<file path="src/pkg/fps_pkg.sv">
// Shared constants, types and register map of the flash protect block.
package fps_pkg;

    ////////////////////////////////////////////////////////////////////////
    // Register map, byte offsets from the block base.
    localparam logic [11:0] SEC_REG_OFS = 12'h010;
    localparam logic [11:0] STAT_REG_OFS = 12'h014;
    localparam int ADDR_DEC_W = 12;

    // Security register fields.
    localparam int SEC_BIT_POS = 0;
    localparam logic SEC_BIT_RST = 1'b1;
    localparam logic [31:0] UNLOCK_KEY = 32'hA74A9D23;
    localparam logic [4:0] UNLOCK_WIN_CYC = 5'h10;

    // Status register fields.
    localparam int RDY_POS = 0;
    localparam int PROT_POS = 16;
    localparam logic RDY_RST = 1'b1;

    // Protect bit geometry.
    localparam int NUM_BLOCKS = 6;
    localparam int GROUP_SIZE = 4;
    localparam int BLK_IDX_W = 3;
    localparam logic [NUM_BLOCKS-1:0] PROT_RST = 6'h00;

    ////////////////////////////////////////////////////////////////////////
    // Timing.
    localparam int CLK_PERIOD_NS = 20;
    localparam int RST_MIN_NS = 500;
    localparam int RST_MIN_CYC =
        (RST_MIN_NS + CLK_PERIOD_NS - 1) / CLK_PERIOD_NS;
    localparam int RST_CNT_W = 5;
    localparam int READ_DELAY_MS = 2;
    localparam int READ_DELAY_CYC = READ_DELAY_MS * 1000000 / CLK_PERIOD_NS;
    localparam int RD_CNT_W = 17;

    ////////////////////////////////////////////////////////////////////////
    // Bus encodings.
    localparam logic [2:0] HSIZE_WORD = 3'h2;
    localparam logic HRESP_OKAY = 1'b0;

    ////////////////////////////////////////////////////////////////////////
    // Types.
    typedef enum logic [2:0] {
        OP_NONE = 3'h0,
        OP_PAGE_PROG = 3'h1,
        OP_BLOCK_ERASE = 3'h2,
        OP_CHIP_ERASE = 3'h3,
        OP_PROT_PROG = 3'h4,
        OP_PROT_ERASE = 3'h5
    } fps_op_t;

    typedef enum logic [1:0] {
        FSM_READY = 2'h0,
        FSM_BUSY = 2'h1,
        FSM_FAIL = 2'h3
    } fps_fsm_t;

    typedef enum logic [1:0] {
        SEL_NONE = 2'h0,
        SEL_SEC = 2'h1,
        SEL_STAT = 2'h2
    } fps_sel_t;

    // Command request from the command sequencer.
    typedef struct packed {
        logic valid;
        fps_op_t op;
        logic [BLK_IDX_W-1:0] block;
    } fps_cmd_t;

    // Start of an automatic operation towards the flash engine.
    typedef struct packed {
        logic start;
        fps_op_t op;
        logic [BLK_IDX_W-1:0] block;
    } fps_start_t;

endpackage : fps_pkg

</file>
<file path="src/verilog/fps_protect_store.sv">
// Protect bit cells: loaded from the array after reset, then updated.
`timescale 1ns/100ps
module fps_protect_store
    import fps_pkg::*;
(
    input wire logic hclk,
    input wire logic hresetn,
    input wire logic [NUM_BLOCKS-1:0] nv_protect_bits,
    input wire logic set_en,
    input wire logic [BLK_IDX_W-1:0] set_idx,
    input wire logic clr_grp_en,
    input wire logic [BLK_IDX_W-1:0] clr_blk,
    input wire logic clr_all,
    output logic loaded,
    output logic [NUM_BLOCKS-1:0] block_protect_bits
);

    typedef struct packed {
        logic loaded;
        logic [NUM_BLOCKS-1:0] bits;
    } fps_store_t;

    fps_store_t s_q;
    fps_store_t s_d;

    always_comb begin
        s_d = s_q;
        if (!s_q.loaded) begin
            s_d.bits = nv_protect_bits;
            s_d.loaded = 1'b1;
        end else begin
            for (int i = 0; i < NUM_BLOCKS; i++) begin
                if (clr_all) begin
                    s_d.bits[i] = 1'b0;
                end else if (clr_grp_en &&
                        (i / GROUP_SIZE) == (int'(clr_blk) / GROUP_SIZE)) begin
                    // Erase clears the whole group: cells 0-3, or the two cells 4-5.
                    s_d.bits[i] = 1'b0;
                end else if (set_en && int'(set_idx) == i) begin
                    s_d.bits[i] = 1'b1;
                end
            end
        end
    end

    always_ff @(posedge hclk or negedge hresetn) begin
        if (!hresetn) begin
            s_q <= '{loaded: 1'b0, bits: PROT_RST};
        end else begin
            s_q <= s_d;
        end
    end

    assign loaded = s_q.loaded;
    assign block_protect_bits = s_q.bits;

endmodule : fps_protect_store

</file>
<file path="src/verilog/fps_top.sv">
// Flash protect and security control with its register slave.
//
// How it works
// - Protect program sets that block's protect bit.
// - Protect erase clears protect bits, cancelling protection.
// - Program one bit; erase groups of four (blocks 4-5 form a group of two).
// - Six read-only status bits, one means protected.
// - Reprogramming a protected block is refused.
// - Secured only when security and all protects set.
// - Secured device still allows ordinary flash reads.
// - Secured device disables the whole debug port.
// - Secured device refuses command writes to array.
// - Secured protect erase becomes full chip erase.
// - Cold reset forces the security bit to one.
// - Busy during automatic operation, ready when done.
// - Failed operation stays busy until hardware reset.
// - Reset held 0.5 us; readable 2 ms later.
// - After reset load protect status, ready is one.
// - Security register reads zero except bit zero.
//
// The AHB-Lite register port was chosen for this implementation.
`timescale 1ns/100ps
module fps_top
    import fps_pkg::*;
#(
    parameter int unsigned READ_DELAY = READ_DELAY_CYC
) (
    input wire logic hclk,
    input wire logic hresetn,
    input wire logic hsel,
    input wire logic [31:0] haddr,
    input wire logic [1:0] htrans,
    input wire logic hwrite,
    input wire logic [2:0] hsize,
    input wire logic [31:0] hwdata,
    input wire logic hready,
    output logic hreadyout,
    output logic hresp,
    output logic [31:0] hrdata,
    input wire logic warm_resetn,
    input wire logic [NUM_BLOCKS-1:0] nv_protect_bits,
    input wire fps_cmd_t cmd,
    output logic cmd_accept,
    output logic cmd_refused,
    output fps_start_t op_start,
    input wire logic op_done,
    input wire logic op_fail,
    output logic ready_busy_flag,
    output logic secured,
    output logic debug_enable,
    output logic array_read_enable,
    output logic array_readable
);

    ////////////////////////////////////////////////////////////////////////
    // State.

    typedef struct packed {
        fps_fsm_t fsm;
        logic clr_all_pend;
        fps_start_t start;
        logic sec_bit;
        logic [4:0] unlock_cnt;
        logic ap_valid;
        logic ap_write;
        logic ap_word;
        fps_sel_t ap_sel;
        logic [31:0] rdata;
        logic [RST_CNT_W-1:0] wlow_cnt;
        logic [RD_CNT_W-1:0] rd_cnt;
        logic readable;
        logic secured;
    } fps_state_t;

    localparam fps_state_t STATE_RST = '{
        fsm: FSM_READY,
        clr_all_pend: 1'b0,
        start: '{start: 1'b0, op: OP_NONE, block: '0},
        sec_bit: SEC_BIT_RST,
        unlock_cnt: '0,
        ap_valid: 1'b0,
        ap_write: 1'b0,
        ap_word: 1'b0,
        ap_sel: SEL_NONE,
        rdata: '0,
        wlow_cnt: '0,
        rd_cnt: '0,
        readable: 1'b0,
        secured: 1'b0
    };

    fps_state_t s_q;
    fps_state_t s_d;

    logic [NUM_BLOCKS-1:0] block_protect_bits;
    logic store_loaded;
    logic st_set;
    logic [BLK_IDX_W-1:0] st_blk;
    logic st_clr_grp;
    logic st_clr_all;
    logic secure_now;
    logic warm_fire;

    ////////////////////////////////////////////////////////////////////////
    // Helpers.

    function automatic fps_sel_t fps_decode(input logic [31:0] addr);
        fps_sel_t sel;
        sel = SEL_NONE;
        if (addr[ADDR_DEC_W-1:0] == SEC_REG_OFS) begin
            sel = SEL_SEC;
        end else if (addr[ADDR_DEC_W-1:0] == STAT_REG_OFS) begin
            sel = SEL_STAT;
        end
        return sel;
    endfunction : fps_decode

    // Any other offset reads zero and ignores writes.
    function automatic logic [31:0] fps_read(
        input fps_sel_t sel,
        input fps_state_t st,
        input logic [NUM_BLOCKS-1:0] prot
    );
        logic [31:0] v;
        v = '0;
        case (sel)
            SEL_SEC: begin
                v[SEC_BIT_POS] = st.sec_bit;
            end
            SEL_STAT: begin
                v[RDY_POS] = (st.fsm == FSM_READY);
                v[PROT_POS +: NUM_BLOCKS] = prot;
            end
            default: begin
                v = '0;
            end
        endcase
        return v;
    endfunction : fps_read

    ////////////////////////////////////////////////////////////////////////
    // Protect bit cells.

    fps_protect_store fps_protect_store_i (
        .hclk(hclk),
        .hresetn(hresetn),
        .nv_protect_bits(nv_protect_bits),
        .set_en(st_set),
        .set_idx(st_blk),
        .clr_grp_en(st_clr_grp),
        .clr_blk(st_blk),
        .clr_all(st_clr_all),
        .loaded(store_loaded),
        .block_protect_bits(block_protect_bits)
    );

    assign secure_now = s_q.sec_bit & (&block_protect_bits)
        & store_loaded;

    // A warm reset only counts once it has been held long enough.
    assign warm_fire = warm_resetn &&
        (s_q.wlow_cnt == RST_CNT_W'(RST_MIN_CYC));

    ////////////////////////////////////////////////////////////////////////
    // Next state.

    always_comb begin
        s_d = s_q;
        cmd_accept = 1'b0;
        cmd_refused = 1'b0;
        st_set = 1'b0;
        st_clr_grp = 1'b0;
        st_clr_all = 1'b0;
        st_blk = s_q.start.block;
        s_d.start.start = 1'b0;
        s_d.secured = secure_now;

        // Register slave: capture the address phase.
        s_d.ap_valid = hsel && hready && htrans[1];
        s_d.ap_write = hwrite;
        s_d.ap_word = (hsize == HSIZE_WORD);
        s_d.ap_sel = fps_decode(haddr);
        if (hsel && hready && htrans[1] && !hwrite) begin
            s_d.rdata = fps_read(fps_decode(haddr), s_q, block_protect_bits);
        end

        // Security register unlock window.
        if (s_q.unlock_cnt != '0) begin
            s_d.unlock_cnt = s_q.unlock_cnt - 5'h01;
        end
        if (s_q.ap_valid && s_q.ap_write && s_q.ap_sel == SEL_SEC) begin
            if (s_q.ap_word && hwdata == UNLOCK_KEY) begin
                s_d.unlock_cnt = UNLOCK_WIN_CYC;
            end else if (s_q.ap_word && s_q.unlock_cnt != '0) begin
                s_d.sec_bit = hwdata[SEC_BIT_POS];
                s_d.unlock_cnt = '0;
            end
            // Otherwise the write is dropped silently.
        end

        // Command acceptance and automatic operation tracking.
        case (s_q.fsm)
            FSM_READY: begin
                if (cmd.valid) begin
                    cmd_accept = 1'b1;
                    s_d.start = '{start: 1'b1, op: cmd.op, block: cmd.block};
                    s_d.clr_all_pend = 1'b0;
                    if (secure_now) begin
                        if (cmd.op == OP_PROT_ERASE) begin
                            s_d.start.op = OP_CHIP_ERASE;
                            s_d.clr_all_pend = 1'b1;
                        end else begin
                            cmd_accept = 1'b0;
                        end
                    end else begin
                        case (cmd.op)
                            OP_PAGE_PROG, OP_BLOCK_ERASE: begin
                                if (block_protect_bits[cmd.block]) begin
                                    cmd_accept = 1'b0;
                                end
                            end
                            OP_CHIP_ERASE, OP_PROT_PROG: begin
                                cmd_accept = 1'b1;
                            end
                            OP_PROT_ERASE: begin
                                cmd_accept = 1'b1;
                            end
                            default: begin
                                cmd_accept = 1'b0;
                            end
                        endcase
                        if (int'(cmd.block) >= NUM_BLOCKS &&
                                cmd.op != OP_CHIP_ERASE) begin
                            cmd_accept = 1'b0;
                        end
                    end
                    cmd_refused = !cmd_accept;
                    if (cmd_accept) begin
                        s_d.fsm = FSM_BUSY;
                    end else begin
                        s_d.start = s_q.start;
                        s_d.start.start = 1'b0;
                    end
                end
            end
            FSM_BUSY: begin
                // Commands issued while busy are dropped.
                cmd_refused = cmd.valid;
                if (op_done) begin
                    if (op_fail) begin
                        s_d.fsm = FSM_FAIL;
                    end else begin
                        s_d.fsm = FSM_READY;
                        if (s_q.clr_all_pend) begin
                            st_clr_all = 1'b1;
                        end else if (s_q.start.op == OP_PROT_PROG) begin
                            st_set = 1'b1;
                        end else if (s_q.start.op == OP_PROT_ERASE) begin
                            st_clr_grp = 1'b1;
                        end
                    end
                end
            end
            FSM_FAIL: begin
                cmd_refused = cmd.valid;
            end
            default: begin
                s_d.fsm = FSM_READY;
            end
        endcase

        // Read-back delay after any reset.
        if (!s_q.readable) begin
            if (32'(s_q.rd_cnt) >= READ_DELAY - 1) begin
                s_d.readable = 1'b1;
            end else begin
                s_d.rd_cnt = s_q.rd_cnt + 1'b1;
            end
        end

        // Warm reset length qualification.
        if (!warm_resetn) begin
            if (s_q.wlow_cnt != RST_CNT_W'(RST_MIN_CYC)) begin
                s_d.wlow_cnt = s_q.wlow_cnt + 1'b1;
            end
        end else begin
            s_d.wlow_cnt = '0;
        end

        // A qualified warm reset aborts the operation and the unlock window, restarts the read-back delay; it keeps the protect bits and the security bit,
        // which only the cold reset restores.
        if (warm_fire) begin
            s_d.fsm = FSM_READY;
            s_d.start.start = 1'b0;
            s_d.clr_all_pend = 1'b0;
            s_d.unlock_cnt = '0;
            s_d.rd_cnt = '0;
            s_d.readable = 1'b0;
            st_set = 1'b0;
            st_clr_grp = 1'b0;
            st_clr_all = 1'b0;
        end
    end

    ////////////////////////////////////////////////////////////////////////
    // State register.

    always_ff @(posedge hclk or negedge hresetn) begin
        if (!hresetn) begin
            s_q <= STATE_RST;
        end else begin
            s_q <= s_d;
        end
    end

    ////////////////////////////////////////////////////////////////////////
    // Outputs.

    // Zero wait states: every access completes in its first data cycle.
    assign hreadyout = 1'b1;
    assign hresp = HRESP_OKAY;
    assign hrdata = s_q.rdata;
    assign op_start = s_q.start;
    assign ready_busy_flag = (s_q.fsm == FSM_READY);
    assign secured = s_q.secured;
    assign debug_enable = !s_q.secured;
    // Reads are never blocked by security, only by the read-back delay.
    assign array_read_enable = 1'b1;
    assign array_readable = s_q.readable;

endmodule : fps_top

</file>
<file path="config.mk">
export PLATFORM = sky130hd
export DESIGN_NAME = fps_top
export DESIGN_NICKNAME = d
export VERILOG_FILES = /design/src/pkg/fps_pkg.sv /design/src/verilog/fps_protect_store.sv /design/src/verilog/fps_top.sv
export SDC_FILE = /design/constraint.sdc
export NUM_CORES = 1
export LEC_CHECK = 0
export BUFFER_PORTS_ARGS = -buffer_cell sky130_fd_sc_hd__buf_4
export CORE_ASPECT_RATIO = 1.2
export CORE_MARGIN = 2
export CORE_UTILIZATION = 50
export CTS_BUF_LIST = sky130_fd_sc_hd__clkbuf_4 sky130_fd_sc_hd__clkbuf_8
export CTS_CLUSTER_SIZE = 12
export DETAILED_ROUTE_END_ITERATION = 7
export PLACE_DENSITY = 0.82
export SLEW_MARGIN = 15
export SYNTH_ARGS = -nofsm -noshare
export SYNTH_HDL_FRONTEND = slang
export SYNTH_SLANG_ARGS = --single-unit
</file>
<file path="constraint.sdc">
create_clock -name hclk -period 2.35 [get_ports hclk]
set_input_delay 0.235 -clock hclk [delete_from_list [all_inputs] [get_ports hclk]]
set_output_delay 0.235 -clock hclk [all_outputs]
set_load 0.01 [all_outputs]
</file>
[Yosys cells after proc, flatten, opt, wreduce, memory -nomap -nowiden]
Index checks and enable logic that the tools add are counted.
Cells by class
  bitwise gates (word level): 3
  reductions and logical operators: 36
  $add $sub $neg: 3
  $lt $le $gt $ge: 3
  eq/ne operators: 36
  multiplexer cells: 77
Operators by type and width (count)
  1-bit 2-to-1 mux: 48
  18-bit 2-to-1 mux: 2
  5-bit 2-to-1 mux: 7
  32-bit equality test, second input constant: 1
  32-bit logical NOT: 1
  12-bit by 5-bit equality test with 1-bit output, second input constant: 2
  3-bit equality test, second input constant: 8
  4-bit by 3-bit != test with 1-bit output, second input constant: 6
  17-bit by 1-bit adder with 17-bit output, second input constant: 1
  17-bit greater-or-equal comparator, second input constant: 1
  1-bit logical AND: 17
  17-bit 2-to-1 mux: 1
  3-bit by 2-bit equality test with 1-bit output, second input constant: 4
  2-bit 2-to-1 mux: 6
  6-bit 2-to-1 mux: 2
  10-bit 2-to-1 mux: 1
  8-bit 2-to-1 mux: 1
  7-bit 2-to-1 mux: 1
  2-bit by 1-bit equality test with 1-bit output, second input constant: 3
  3-bit 2-to-1 mux: 2
  3-bit by 2-bit != test with 1-bit output, second input constant: 2
  1-bit case mux with 2 select lines: 3
  2-bit case mux with 3 select lines: 1
  3-bit AND reduction: 2
  other kinds (26): 35
Storage, ports and cells
  output and inout bits: 48
  bits of input ports: 90
  register bits after elaboration: 59
  logic and storage cells: 181

[Logic depth before layout (Yosys ltp)]
Gate-level depths: netlist of the first run.
  depth in word-level cells: 12
  depth in mapped cells: 8
  depth with buffers taken out: 7

[Cells and area by module]
From an unflattened synthesis of the first run, not the netlist that was laid out.
Unflattened totals
  cells, all modules: 356
  area total of the unflattened synthesis: 3331.9 um^2
Modules (own cells, without submodules)
  fps_top: cells an instance 321, times used 1, sequential area each 1302.5 um^2, area an instance 3007.9 um^2
  fps_protect_store: cells an instance 35, times used 1, sequential area each 175.2 um^2, area an instance 324.1 um^2

[Least setup slack after synthesis of the first run]
OpenSTA, ideal clock, no wires.
  path kind: reg2reg
  from: register s_q[75] in the netlist's numbering
  to: register s_q (netlist bit st_blk[0])
  clock period less this slack: 1.840 ns
  buffers on the path: 0
  library setup time: 0.125 ns
  setup slack: 0.510 ns
  data required time: 2.225 ns
  data arrival time: 1.715 ns
  stages on the path, launching flop included: 6
  path through: dfrtp_1 -> nor2_1 -> nand2_1 -> or3_4 -> o21ai_4 -> mux2_4
On the way
  cells in the longest elaborated chain, start to end: 2
Ends and longest elaborated chain
  from (decl): line fps_top.sv:92  | fps_state_t s_q;
  from (signal assigned): line fps_top.sv:310  | s_q <= STATE_RST;
  from (signal assigned): line fps_top.sv:312  | s_q <= s_d;
  2-bit logical NOT
  named net ready_busy_flag: line fps_top.sv:48  | output logic ready_busy_flag,
  3-bit AND reduction (no source line)
The timed path passes the listed nets, and every way through them passes these cells.
A chain may end at the register's enable or synchronous reset.

[Worst setup path in the final report of the first run]
  from: register s_q[66] in the netlist's numbering
  to: output port cmd_accept
On the way
  cells in the longest elaborated chain, start to end: 7
Ends and longest elaborated chain
  1-bit AND: line fps_top.sv:157  | assign secure_now = s_q.sec_bit & (&block_protect_bits)
  1-bit AND: line fps_top.sv:158  | & store_loaded;
  1-bit 2-to-1 mux: line fps_top.sv:208  | if (secure_now) begin
  1-bit 2-to-1 mux: line fps_top.sv:204  | if (cmd.valid) begin
  1-bit 2-to-1 mux: line fps_top.sv:202  | case (s_q.fsm)
  1-bit 2-to-1 mux: line fps_top.sv:204
  1-bit 2-to-1 mux: line fps_top.sv:202
  to (decl): line fps_top.sv:43  | output logic cmd_accept,
Every way passes these cells. The select of a mux whose other input is x is not followed.

==> results of run 1 <==
state kept, by name, summed over array words and instances (netlist names):
| name | count |
|---|---|
| array_readable | 1 |
| fps_protect_store_i.block_protect_bits | 6 |
| secured | 1 |
| op_start | 4 |
| hrdata | 7 |
| st_blk | 3 |
| s_q | 36 |
| fps_protect_store_i.loaded | 1 |
kinds of logic (layout without fill, tap and decap cells):
family / count (synthesis) / after routing / share of synthesized area
compound gates: 53 / 53 / 0.110
xor+xnor: 20 / 20 / 0.0522
fa+ha+maj: 4 / 4 / 0.0149
buf+inv: 67 / 129 / 0.123
flops: 59 / 59 / 0.440
mux: 10 / 10 / 0.0403
other cells: 2 / 29 / 0.00224
simple gates: 132 / 132 / 0.217
timing repair:
| item | in CTS | in global routing |
|---|---|---|
| endpoints found under the hold margin | 59 | 0 |
| setup endpoints to repair | 1 | 2 |
| hold buffers | 2 | 0 |
| pin swaps | 0 | 1 |
| resized for setup | 1 | 3 |
cell type report:
cell class | count | area, µm²
Fill cell | 519 | 2250
Tap cell | 85 | 106
Sequential cell | 59 | 1480
Clock inverter | 3 | 67.6
Multi-Input combinational cell | 248 | 1590
Clock buffer | 13 | 179
Timing Repair Buffer | 93 | 703
Inverter | 20 | 75.1
critical path, stage by stage, from the launching register on:
cell and delay, ps:
dfstp_2 550, nand4_1 180, nor4_2 410, nand3_2 190, o21ai_4 180, buf_4 190
final timing paths:
path	start	to	slack (ps)	depth (start not counted)
min in group asynchronous	hresetn	fps_protect_store_i.block_protect_bits[0]	490	2
min reg2reg	hrdata[0]	hrdata[0]	490	2
max reg2reg	s_q[19]	fps_protect_store_i.block_protect_bits[2]	300	6
min	hsize[2]	s_q[58]	40	2
max	s_q[66]	cmd_accept	80	5
max in group asynchronous	hresetn	s_q[18]	1350	2
routing by layer:
layer,wire [µm],part of all wire
met1,3000,0.40
met2,3810,0.50
met3,575,0.076
met4,207,0.027
met5,0,0
power by group through the flow:
stage	registers (W)	logic (W)	clock network (W)
after floorplan	0.00129	0.000578	0
after global placement	0.00134	0.000751	0
after detailed placement	0.00135	0.000776	0
after CTS	0.00133	0.000788	0.00113
after global routing	0.00136	0.000873	0.00118
final	0.00134	0.000797	0.00112
Yosys cell counts (all sizes together), types with 6 or more instances:
cell / count / area share
nor3: 12 / 0.018
a31oi: 8 / 0.017
inv: 20 / 0.022
nand4: 8 / 0.015
mux2: 6 / 0.025
o22ai: 6 / 0.011
a21oi: 15 / 0.023
nor4: 9 / 0.021
nand3: 10 / 0.015
xnor2: 17 / 0.044
dfrtp: 58 / 0.43
nor2: 42 / 0.047
a22o: 6 / 0.016
buf: 43 / 0.096
nand2: 19 / 0.021
per-stage QoR:
step                total power [W]  instances
global route                0.00341        521
detailed placement          0.00212        503
CTS                         0.00325        521
global placement            0.00209        503
finish                      0.00325        521
floorplan                   0.00187        374
==> run metrics, run 1 <==
run status=completed; Placer Congestion=0.873; Initial Util=0.521; min-delay worst type=in -> reg; clock tree buffer depth=2; Hold Vio Cnt, Final=0; critical path type=reg -> out; maxcap violations=0; CTS H-Tree Depth=3; CTS clk-pin slew, worst paths=70 ps; M1 GR Usage=0.260; Residual DRC=0; Detail Route Antenna Nets=0; Setup Buffers After CTS=0; Unique masters post-synth=55; hpwl dp=5630 µm; die height=93.7 µm; met2 usage=0.377; Worst Setup End Kind=output pin; Seq/Total Area, Yosys=0.440; IO Port Bufs=88; area grow syn2layout=25.2%; Comb power frac=0.245; Root Driver=clkbuf_8; final wirelength=7600 µm; vias per cell=5.33; most frequent cells in the layout=91 x buf_4, 58 x dfrtp_1, 41 x nor2_1; P_int=0.00229 W; drt first pass iters=5; Core Area=0.00645 mm²; Slew HR=0.512; initial antenna violation count=0; Worst EP required=2120 ps; Synth Area per Inst=9.67 µm²; most common cell after layout, fill and taps aside=buf_4; Die W=78.8 µm; first-pass GRT wire length=12600 µm; Top Usage Layer GRT=met2; Tot GR Track Use=0.220; final core utilization=0.652; via count=2779; Mapped Cells=347; Setup crit start kind=flop; Final WS setup=80.3 ps; Final Skew=6.41 ps; Netlist Area Pre-Place=0.00336 mm²; Max IR drop VDD=0.000581 V; ys async rst share=1.00; Final setup viols=0; pwr/cell area=773 mW/mm²; Worst Path Arrival=2030 ps; clock tree sinks=59; Placed Area=0.00391 mm²; CTS tree=yes; Worst Path Max Fanout=7; Routed WL per cell=14.6 µm; Hold WS=35.4 ps; met3 Use GR=0.0596; clock share of power=0.343; largest net degree at the start of global routing=60; row count=32; fin crit share=0.966; static leakage=1.96 nW; # diodes=0; total global routing overflow=0; max-slew violations=0; sw frac=0.295; Boundary Pins=138; register bit total from synthesis=59; Initial DRC Count=128; Final Critical Period=2270 ps; unrepaired setup endpoints after global routing=true; number of flops mapped to enable cells by yosys=0; Synth warnings=0; Net Switching=0.000959 W; final instance area=0.00420 mm²; Die Area=0.00739 mm²; worst skew pair latency=340 ps; proportion of power drawn by flip-flops and latches=0.411; pre-CTS setup slack=338 ps; measured slew at the worst slew-check pin=733 ps; share of layout cells above drive strength 1=0.294; Synth Flop Type=dfrtp_1; number of global-route vias before repair=2728; maximum clock frequency=441 MHz; Setup TNS=0 ps; number of buffers created by CTS=9; NumNets Final=525
Power figures use the tool's default switching activity.
==> inputs of run 2 (changes only) <==
--- a/config.mk
+++ b/config.mk
@@ -8,12 +8,12 @@
 export BUFFER_PORTS_ARGS = -buffer_cell sky130_fd_sc_hd__buf_4
 export CORE_ASPECT_RATIO = 1.2
 export CORE_MARGIN = 2
-export CORE_UTILIZATION = 50
+export CORE_UTILIZATION = 54
 export CTS_BUF_LIST = sky130_fd_sc_hd__clkbuf_4 sky130_fd_sc_hd__clkbuf_8
 export CTS_CLUSTER_SIZE = 12
 export DETAILED_ROUTE_END_ITERATION = 7
-export PLACE_DENSITY = 0.82
-export SLEW_MARGIN = 15
+export PLACE_DENSITY = 0.87
+export SLEW_MARGIN = 20
 export SYNTH_ARGS = -nofsm -noshare
 export SYNTH_HDL_FRONTEND = slang
 export SYNTH_SLANG_ARGS = --single-unit
==> constraint.sdc (replaced) <==
create_clock -name hclk -period 2.91 [get_ports hclk]
set_input_delay 0.291 -clock hclk [delete_from_list [all_inputs] [get_ports hclk]]
set_output_delay 0.291 -clock hclk [all_outputs]
set_load 0.01 [all_outputs]
==> run metrics, run 2 (synthesis results as in run 1) <==
proportion of power drawn by flip-flops and latches=0.422; hold buffers post-CTS=0; clock tree buffer depth=2; clock tree sinks=59; worst r2r path cells=5; pwr/cell area=622 mW/mm²; crit path max-delay cell type=dfstp_2; P_int=0.00179 W; CTS H-Tree Depth=3; measured slew at the worst slew-check pin=733 ps; Top Usage Layer GRT=met2; RR Endpoint=st_blk[2]; IO Port Bufs=88; Boundary Pins=138; final wirelength=7400 µm; M1 GR Usage=0.266; Worst path max stage delay=560 ps; Worst Path Arrival=2190 ps; most flop-heavy register=s_q; drt first pass iters=4; largest net degree at the start of global routing=60; critical path type=reg -> out; Initial Util=0.558; Worst Path Max Fanout=7; run status=completed; row count=31; number of global-route vias before repair=2665; Slew HR=0.507; total global routing overflow=0; final instance area=0.00412 mm²; Max IR drop VDD=0.000513 V; worst skew pair latency=340 ps; Final Critical Period=2480 ps; total placed cells including tap cells=498; met3 Use GR=0.0740; most common cell after layout, fill and taps aside=buf_4; worst reg2reg path startpoint=s_q[66]; Setup crit start kind=flop; Initial DRC Count=131; post-CTS resize count=0; Setup Buffers After CTS=0; clock share of power=0.337; Die W=76.0 µm; Hold Vio Cnt, Final=0; Worst Setup End Kind=output pin; initial antenna violation count=0; via count=2770; hpwl dp=5420 µm; Final setup viols=0; r2r setup slk=810 ps; Die Area=0.00686 mm²; Placed Area=0.00389 mm²; max reg flops=36; CTS clk-pin slew, worst paths=70 ps; most frequent cells in the layout=89 x buf_4, 58 x dfrtp_1, 42 x nor2_1; die height=90.4 µm; maxcap violations=0; min-delay worst type=in -> async; Detail Route Antenna Nets=0; maximum clock frequency=403 MHz; first-pass GRT wire length=12200 µm; Cell Chain, Critical Path=nand4_1 -> nor4_1 -> nand3_1 -> o21ai_4 -> buf_4; NumNets Final=521; max-slew violations=0; CTS tree=yes; Residual DRC=0; sw frac=0.300; met2 usage=0.374; unrepaired setup endpoints after global routing=false; # diodes=0; Placer Congestion=0.897; Root Driver=clkbuf_8; Net Switching=0.000770 W; fin crit share=0.852; Worst EP required=2620 ps; CP startpoint=s_q[66]; share of layout cells above drive strength 1=0.285; static leakage=1.93 nW; area grow syn2layout=22.8%; Comb power frac=0.241; Core Area=0.00601 mm²; Routed WL per cell=14.4 µm; Layout Cells excl Fill=514; number of buffers created by CTS=9; Tot GR Track Use=0.223; Final Skew=9.00 ps; vias per cell=5.39; Setup TNS=0 ps
run 2: worst max-delay path by stage:
stage	slack, ps	end
2_1_floorplan	1070	st_blk[0]
3_3_place_gp	850	cmd_refused
3_5_place_dp	820	cmd_accept
4_1_cts	420	cmd_accept
5_1_grt	280	cmd_accept
6_report	430	cmd_accept
run 2: power by group through the flow:
| stage | combinational (W) | clock, W | sequential, W |
|---|---|---|---|
| global placement | 0.000590 | 0 | 0.00108 |
| CTS | 0.000622 | 0.000878 | 0.00108 |
| floorplan | 0.000466 | 0 | 0.00104 |
| detailed placement | 0.000621 | 0 | 0.00109 |
| finish | 0.000618 | 0.000864 | 0.00108 |
| global route | 0.000685 | 0.000919 | 0.00110 |
run 2: area by class of cell:
class / count / area (µm²)
fill: 472 / 1890
multi-input combinational: 248 / 1570
sequential: 59 / 1480
timing repair buffer: 89 / 668
clock buffer: 12 / 159
tap: 82 / 103
inverter: 20 / 75.1
clock inverter: 4 / 72.6
run 2: layer usage:
metal / wire length, µm / share of wire / up-vias
li1: - / - / 1317
met1: 3040 / 0.41 / 1330
met2: 3700 / 0.50 / 110
met3: 538 / 0.073 / 13
met4: 128 / 0.017 / 0
met5: 0 / 0 / -
run 2: worst max-delay path: cells and delay by family (launching register included):
| family | cells | cell delay (ps) |
|---|---|---|
| compound gates | 1 | 220 |
| flops | 1 | 560 |
| simple gates | 3 | 880 |
| buf+inv | 1 | 190 |
run 2: metrics by stage:
step,hold slack [ps],power (W),utilization,setup slack [ps]
2_1_floorplan,-4.59,0.00151,-,1070
3_3_place_gp,391,0.00167,0.647,847
3_5_place_dp,403,0.00171,0.647,816
4_1_cts,24.0,0.00257,0.686,425
5_1_grt,52.8,0.00270,0.686,279
6_report,6.26,0.00256,0.686,430
==> inputs of run 3 (changes only) <==
--- a/config.mk
+++ b/config.mk
@@ -5,14 +5,15 @@
 export SDC_FILE = /design/constraint.sdc
 export NUM_CORES = 1
 export LEC_CHECK = 0
+export ABC_AREA = 1
 export BUFFER_PORTS_ARGS = -buffer_cell sky130_fd_sc_hd__buf_4
 export CORE_ASPECT_RATIO = 1.2
 export CORE_MARGIN = 2
-export CORE_UTILIZATION = 54
+export CORE_UTILIZATION = 52
 export CTS_BUF_LIST = sky130_fd_sc_hd__clkbuf_4 sky130_fd_sc_hd__clkbuf_8
 export CTS_CLUSTER_SIZE = 12
 export DETAILED_ROUTE_END_ITERATION = 7
-export PLACE_DENSITY = 0.87
+export PLACE_DENSITY = 0.82
 export SLEW_MARGIN = 20
 export SYNTH_ARGS = -nofsm -noshare
 export SYNTH_HDL_FRONTEND = slang
==> constraint.sdc (replaced) <==
create_clock -name hclk -period 2.8 [get_ports hclk]
set_input_delay 0.28 -clock hclk [delete_from_list [all_inputs] [get_ports hclk]]
set_output_delay 0.28 -clock hclk [all_outputs]
set_load 0.01 [all_outputs]
==> run metrics, run 3 <==
run status=complete, but fails checks; failing checks=negative hold slack; min-delay worst type=in -> async; die height=98.6 µm; Die W=82.9 µm; Mapped Cells=525; hpwl dp=6520 µm; pwr/cell area=748 mW/mm²; RR Endpoint=fps_protect_store_i.block_protect_bits[3]; Detail Route Antenna Nets=0; Max IR drop VDD=0.000467 V; Unique masters post-synth=46; CTS clk-pin slew, worst paths=70 ps; vias per cell=5.05; hold buffers post-CTS=0; largest net degree at the start of global routing=60; Placer Congestion=0.871; Worst EP required=2520 ps; worst r2r path cells=10; ys async rst share=1.00; CP startpoint=s_q[66]; most flop-heavy register=s_q; Layout Cells excl Fill=697; Hold Vio Cnt, Final=4; via count=3522; NumNets Final=696; Slew HR=0.512; max reg flops=36; final wirelength=8580 µm; Power Total=0.00343 W; Final setup viols=0; Synth warnings=0; Setup Buffers After CTS=0; register bit total from synthesis=59; Seq/Total Area, Yosys=0.381; # diodes=0; Final Critical Period=2210 ps; r2r setup slk=760 ps; Boundary Pins=138; CTS H-Tree Depth=3; Placed Area=0.00438 mm²; Worst Path Arrival=1930 ps; Worst Setup End Kind=output pin; Routed WL per cell=12.3 µm; Netlist Area Pre-Place=0.00388 mm²; most frequent cells in the layout=134 x nand2_1, 90 x buf_4, 63 x inv_1; Die Area=0.00817 mm²; fin crit share=0.788; maxcap violations=0; number of global-route vias before repair=3591; fill count=646; worst skew pair latency=340 ps; clock tree buffer depth=2; Worst Path Max Fanout=4; Synth Area per Inst=7.39 µm²; Setup TNS=0 ps; clock tree sinks=59; Initial DRC Count=158; total placed cells including tap cells=681; unrepaired setup endpoints after global routing=false; final instance area=0.00459 mm²; Synth top area share=0.374; post-CTS resize count=0; Synth Flop Type=dfrtp_1; Core Area=0.00723 mm²; max-slew violations=0; CTS tree=yes; static leakage=2.44 nW; critical path type=reg -> out; Hold WS=-12.9 ps; Final Skew=5.24 ps; Setup crit start kind=flop; initial antenna violation count=0; first-pass GRT wire length=15100 µm; measured slew at the worst slew-check pin=732 ps; post-synthesis mux area share=0.00290; top-count cell post-synth=nand2_1; cell taking the most area after synthesis=dfrtp_1; Synth Area in XOR/XNOR=0.0158; drt first pass iters=4; area grow syn2layout=18.3%; Root Driver=clkbuf_8; Initial Util=0.537; worst reg2reg path startpoint=s_q[19]; Tot GR Track Use=0.223; Synth Area in Simple Gates=0.354; number of buffers created by CTS=9; share of layout cells above drive strength 1=0.208; row count=34; Synth Area in Adders=0.0129; Worst Setup EP=cmd_accept; Synth Area in Compound Gates=0.0648; Synth top cells by count=134 x nand2_1, 63 x inv_1, 58 x dfrtp_1, 51 x nor2_1, 47 x nand3_1; Residual DRC=0; maximum clock frequency=453 MHz; IO Port Bufs=88; number of flops mapped to enable cells by yosys=0; most common cell after layout, fill and taps aside=nand2_1; total global routing overflow=0; top post-synthesis cells by area=dfrtp_1 37%, nand2_1 13%, buf_4 8.1%; largest family of logic cells by synthesized area=simple AND/OR/NAND/NOR gates
[run 3: cell count changes in the layout (fill, tap and decap cells not counted), moves of 9 or more]
cell,delta
inv_1,+43
nand2_1,+115
nand3_1,+37
nor2_1,+9
nor3_1,+9
xnor2_1,-15
[run 3: cells by family (layout without fill, tap and decap cells)]
logic type               after synthesis  count (layout)
other                                  2              29
XOR/XNOR                               7               7
flip-flops                            59              59
adder cells (fa/ha/maj)                4               4
AND/OR/NAND/NOR                      292             292
buffers and inverters                119             174
AO/OA/AOI/OAI                         41              41
multiplexers                           1               1
[run 3: worst min path at each step]
stage / start / to / slack [ps] / cells after the start
4_1_cts: hresetn / s_q[21] / 20 / 1
6_report: hresetn / s_q[21] / -10 / 1
2_1_floorplan: hresetn / array_readable / -20 / 0
3_5_place_dp: hresetn / s_q[21] / 390 / 1
5_1_grt: hwrite / s_q[59] / 40 / 1
3_3_place_gp: hresetn / s_q[21] / 390 / 1
[run 3: cell type report]
| cell class | count | area [µm²] | area share |
|---|---|---|---|
| Multi-Input combinational cell | 374 | 1860 | 0.404 |
| Clock buffer | 12 | 165 | 0.0360 |
| Clock inverter | 4 | 47.5 | 0.0104 |
| Inverter | 68 | 255 | 0.0556 |
| Tap cell | 90 | 113 | 0.0245 |
| Timing Repair Buffer | 90 | 676 | 0.147 |
| Sequential cell | 59 | 1480 | 0.322 |
[run 3: layer usage]
| layer | up-vias | global-route usage | share of wire |
|---|---|---|---|
| li1 | 1786 | - | - |
| met1 | 1638 | 0.246 | 0.40 |
| met2 | 82 | 0.422 | 0.54 |
| met3 | 16 | 0.0427 | 0.039 |
| met4 | 0 | 0.0807 | 0.021 |
| met5 | - | 0 | 0 |
[run 3: through the flow]
step / hold slack [ps] / utilization / setup slack, ps
final: -12.9 / 0.635 / 593
after global routing: 43.4 / 0.635 / 395
after CTS: 23.8 / 0.635 / 580
after detailed placement: 392 / 0.605 / 769
after global placement: 386 / 0.605 / 818
after floorplan: -15.6 / - / 1160
[run 3: worst max-delay path, cell delays in order, from the launching register on]
cell and delay, ps:
dfstp_2 550, nand4_1 80, nor2_1 280, nand3_1 210
nand2_1 130, nand2_1 80, inv_1 110, buf_4 130
[run 3: where the power goes]
part / internal [W] / switching, W
clock network: 0.000480 / 0.000339
registers: 0.00109 / 0.000324
logic: 0.000518 / 0.000680
total: 0.00209 / 0.00134
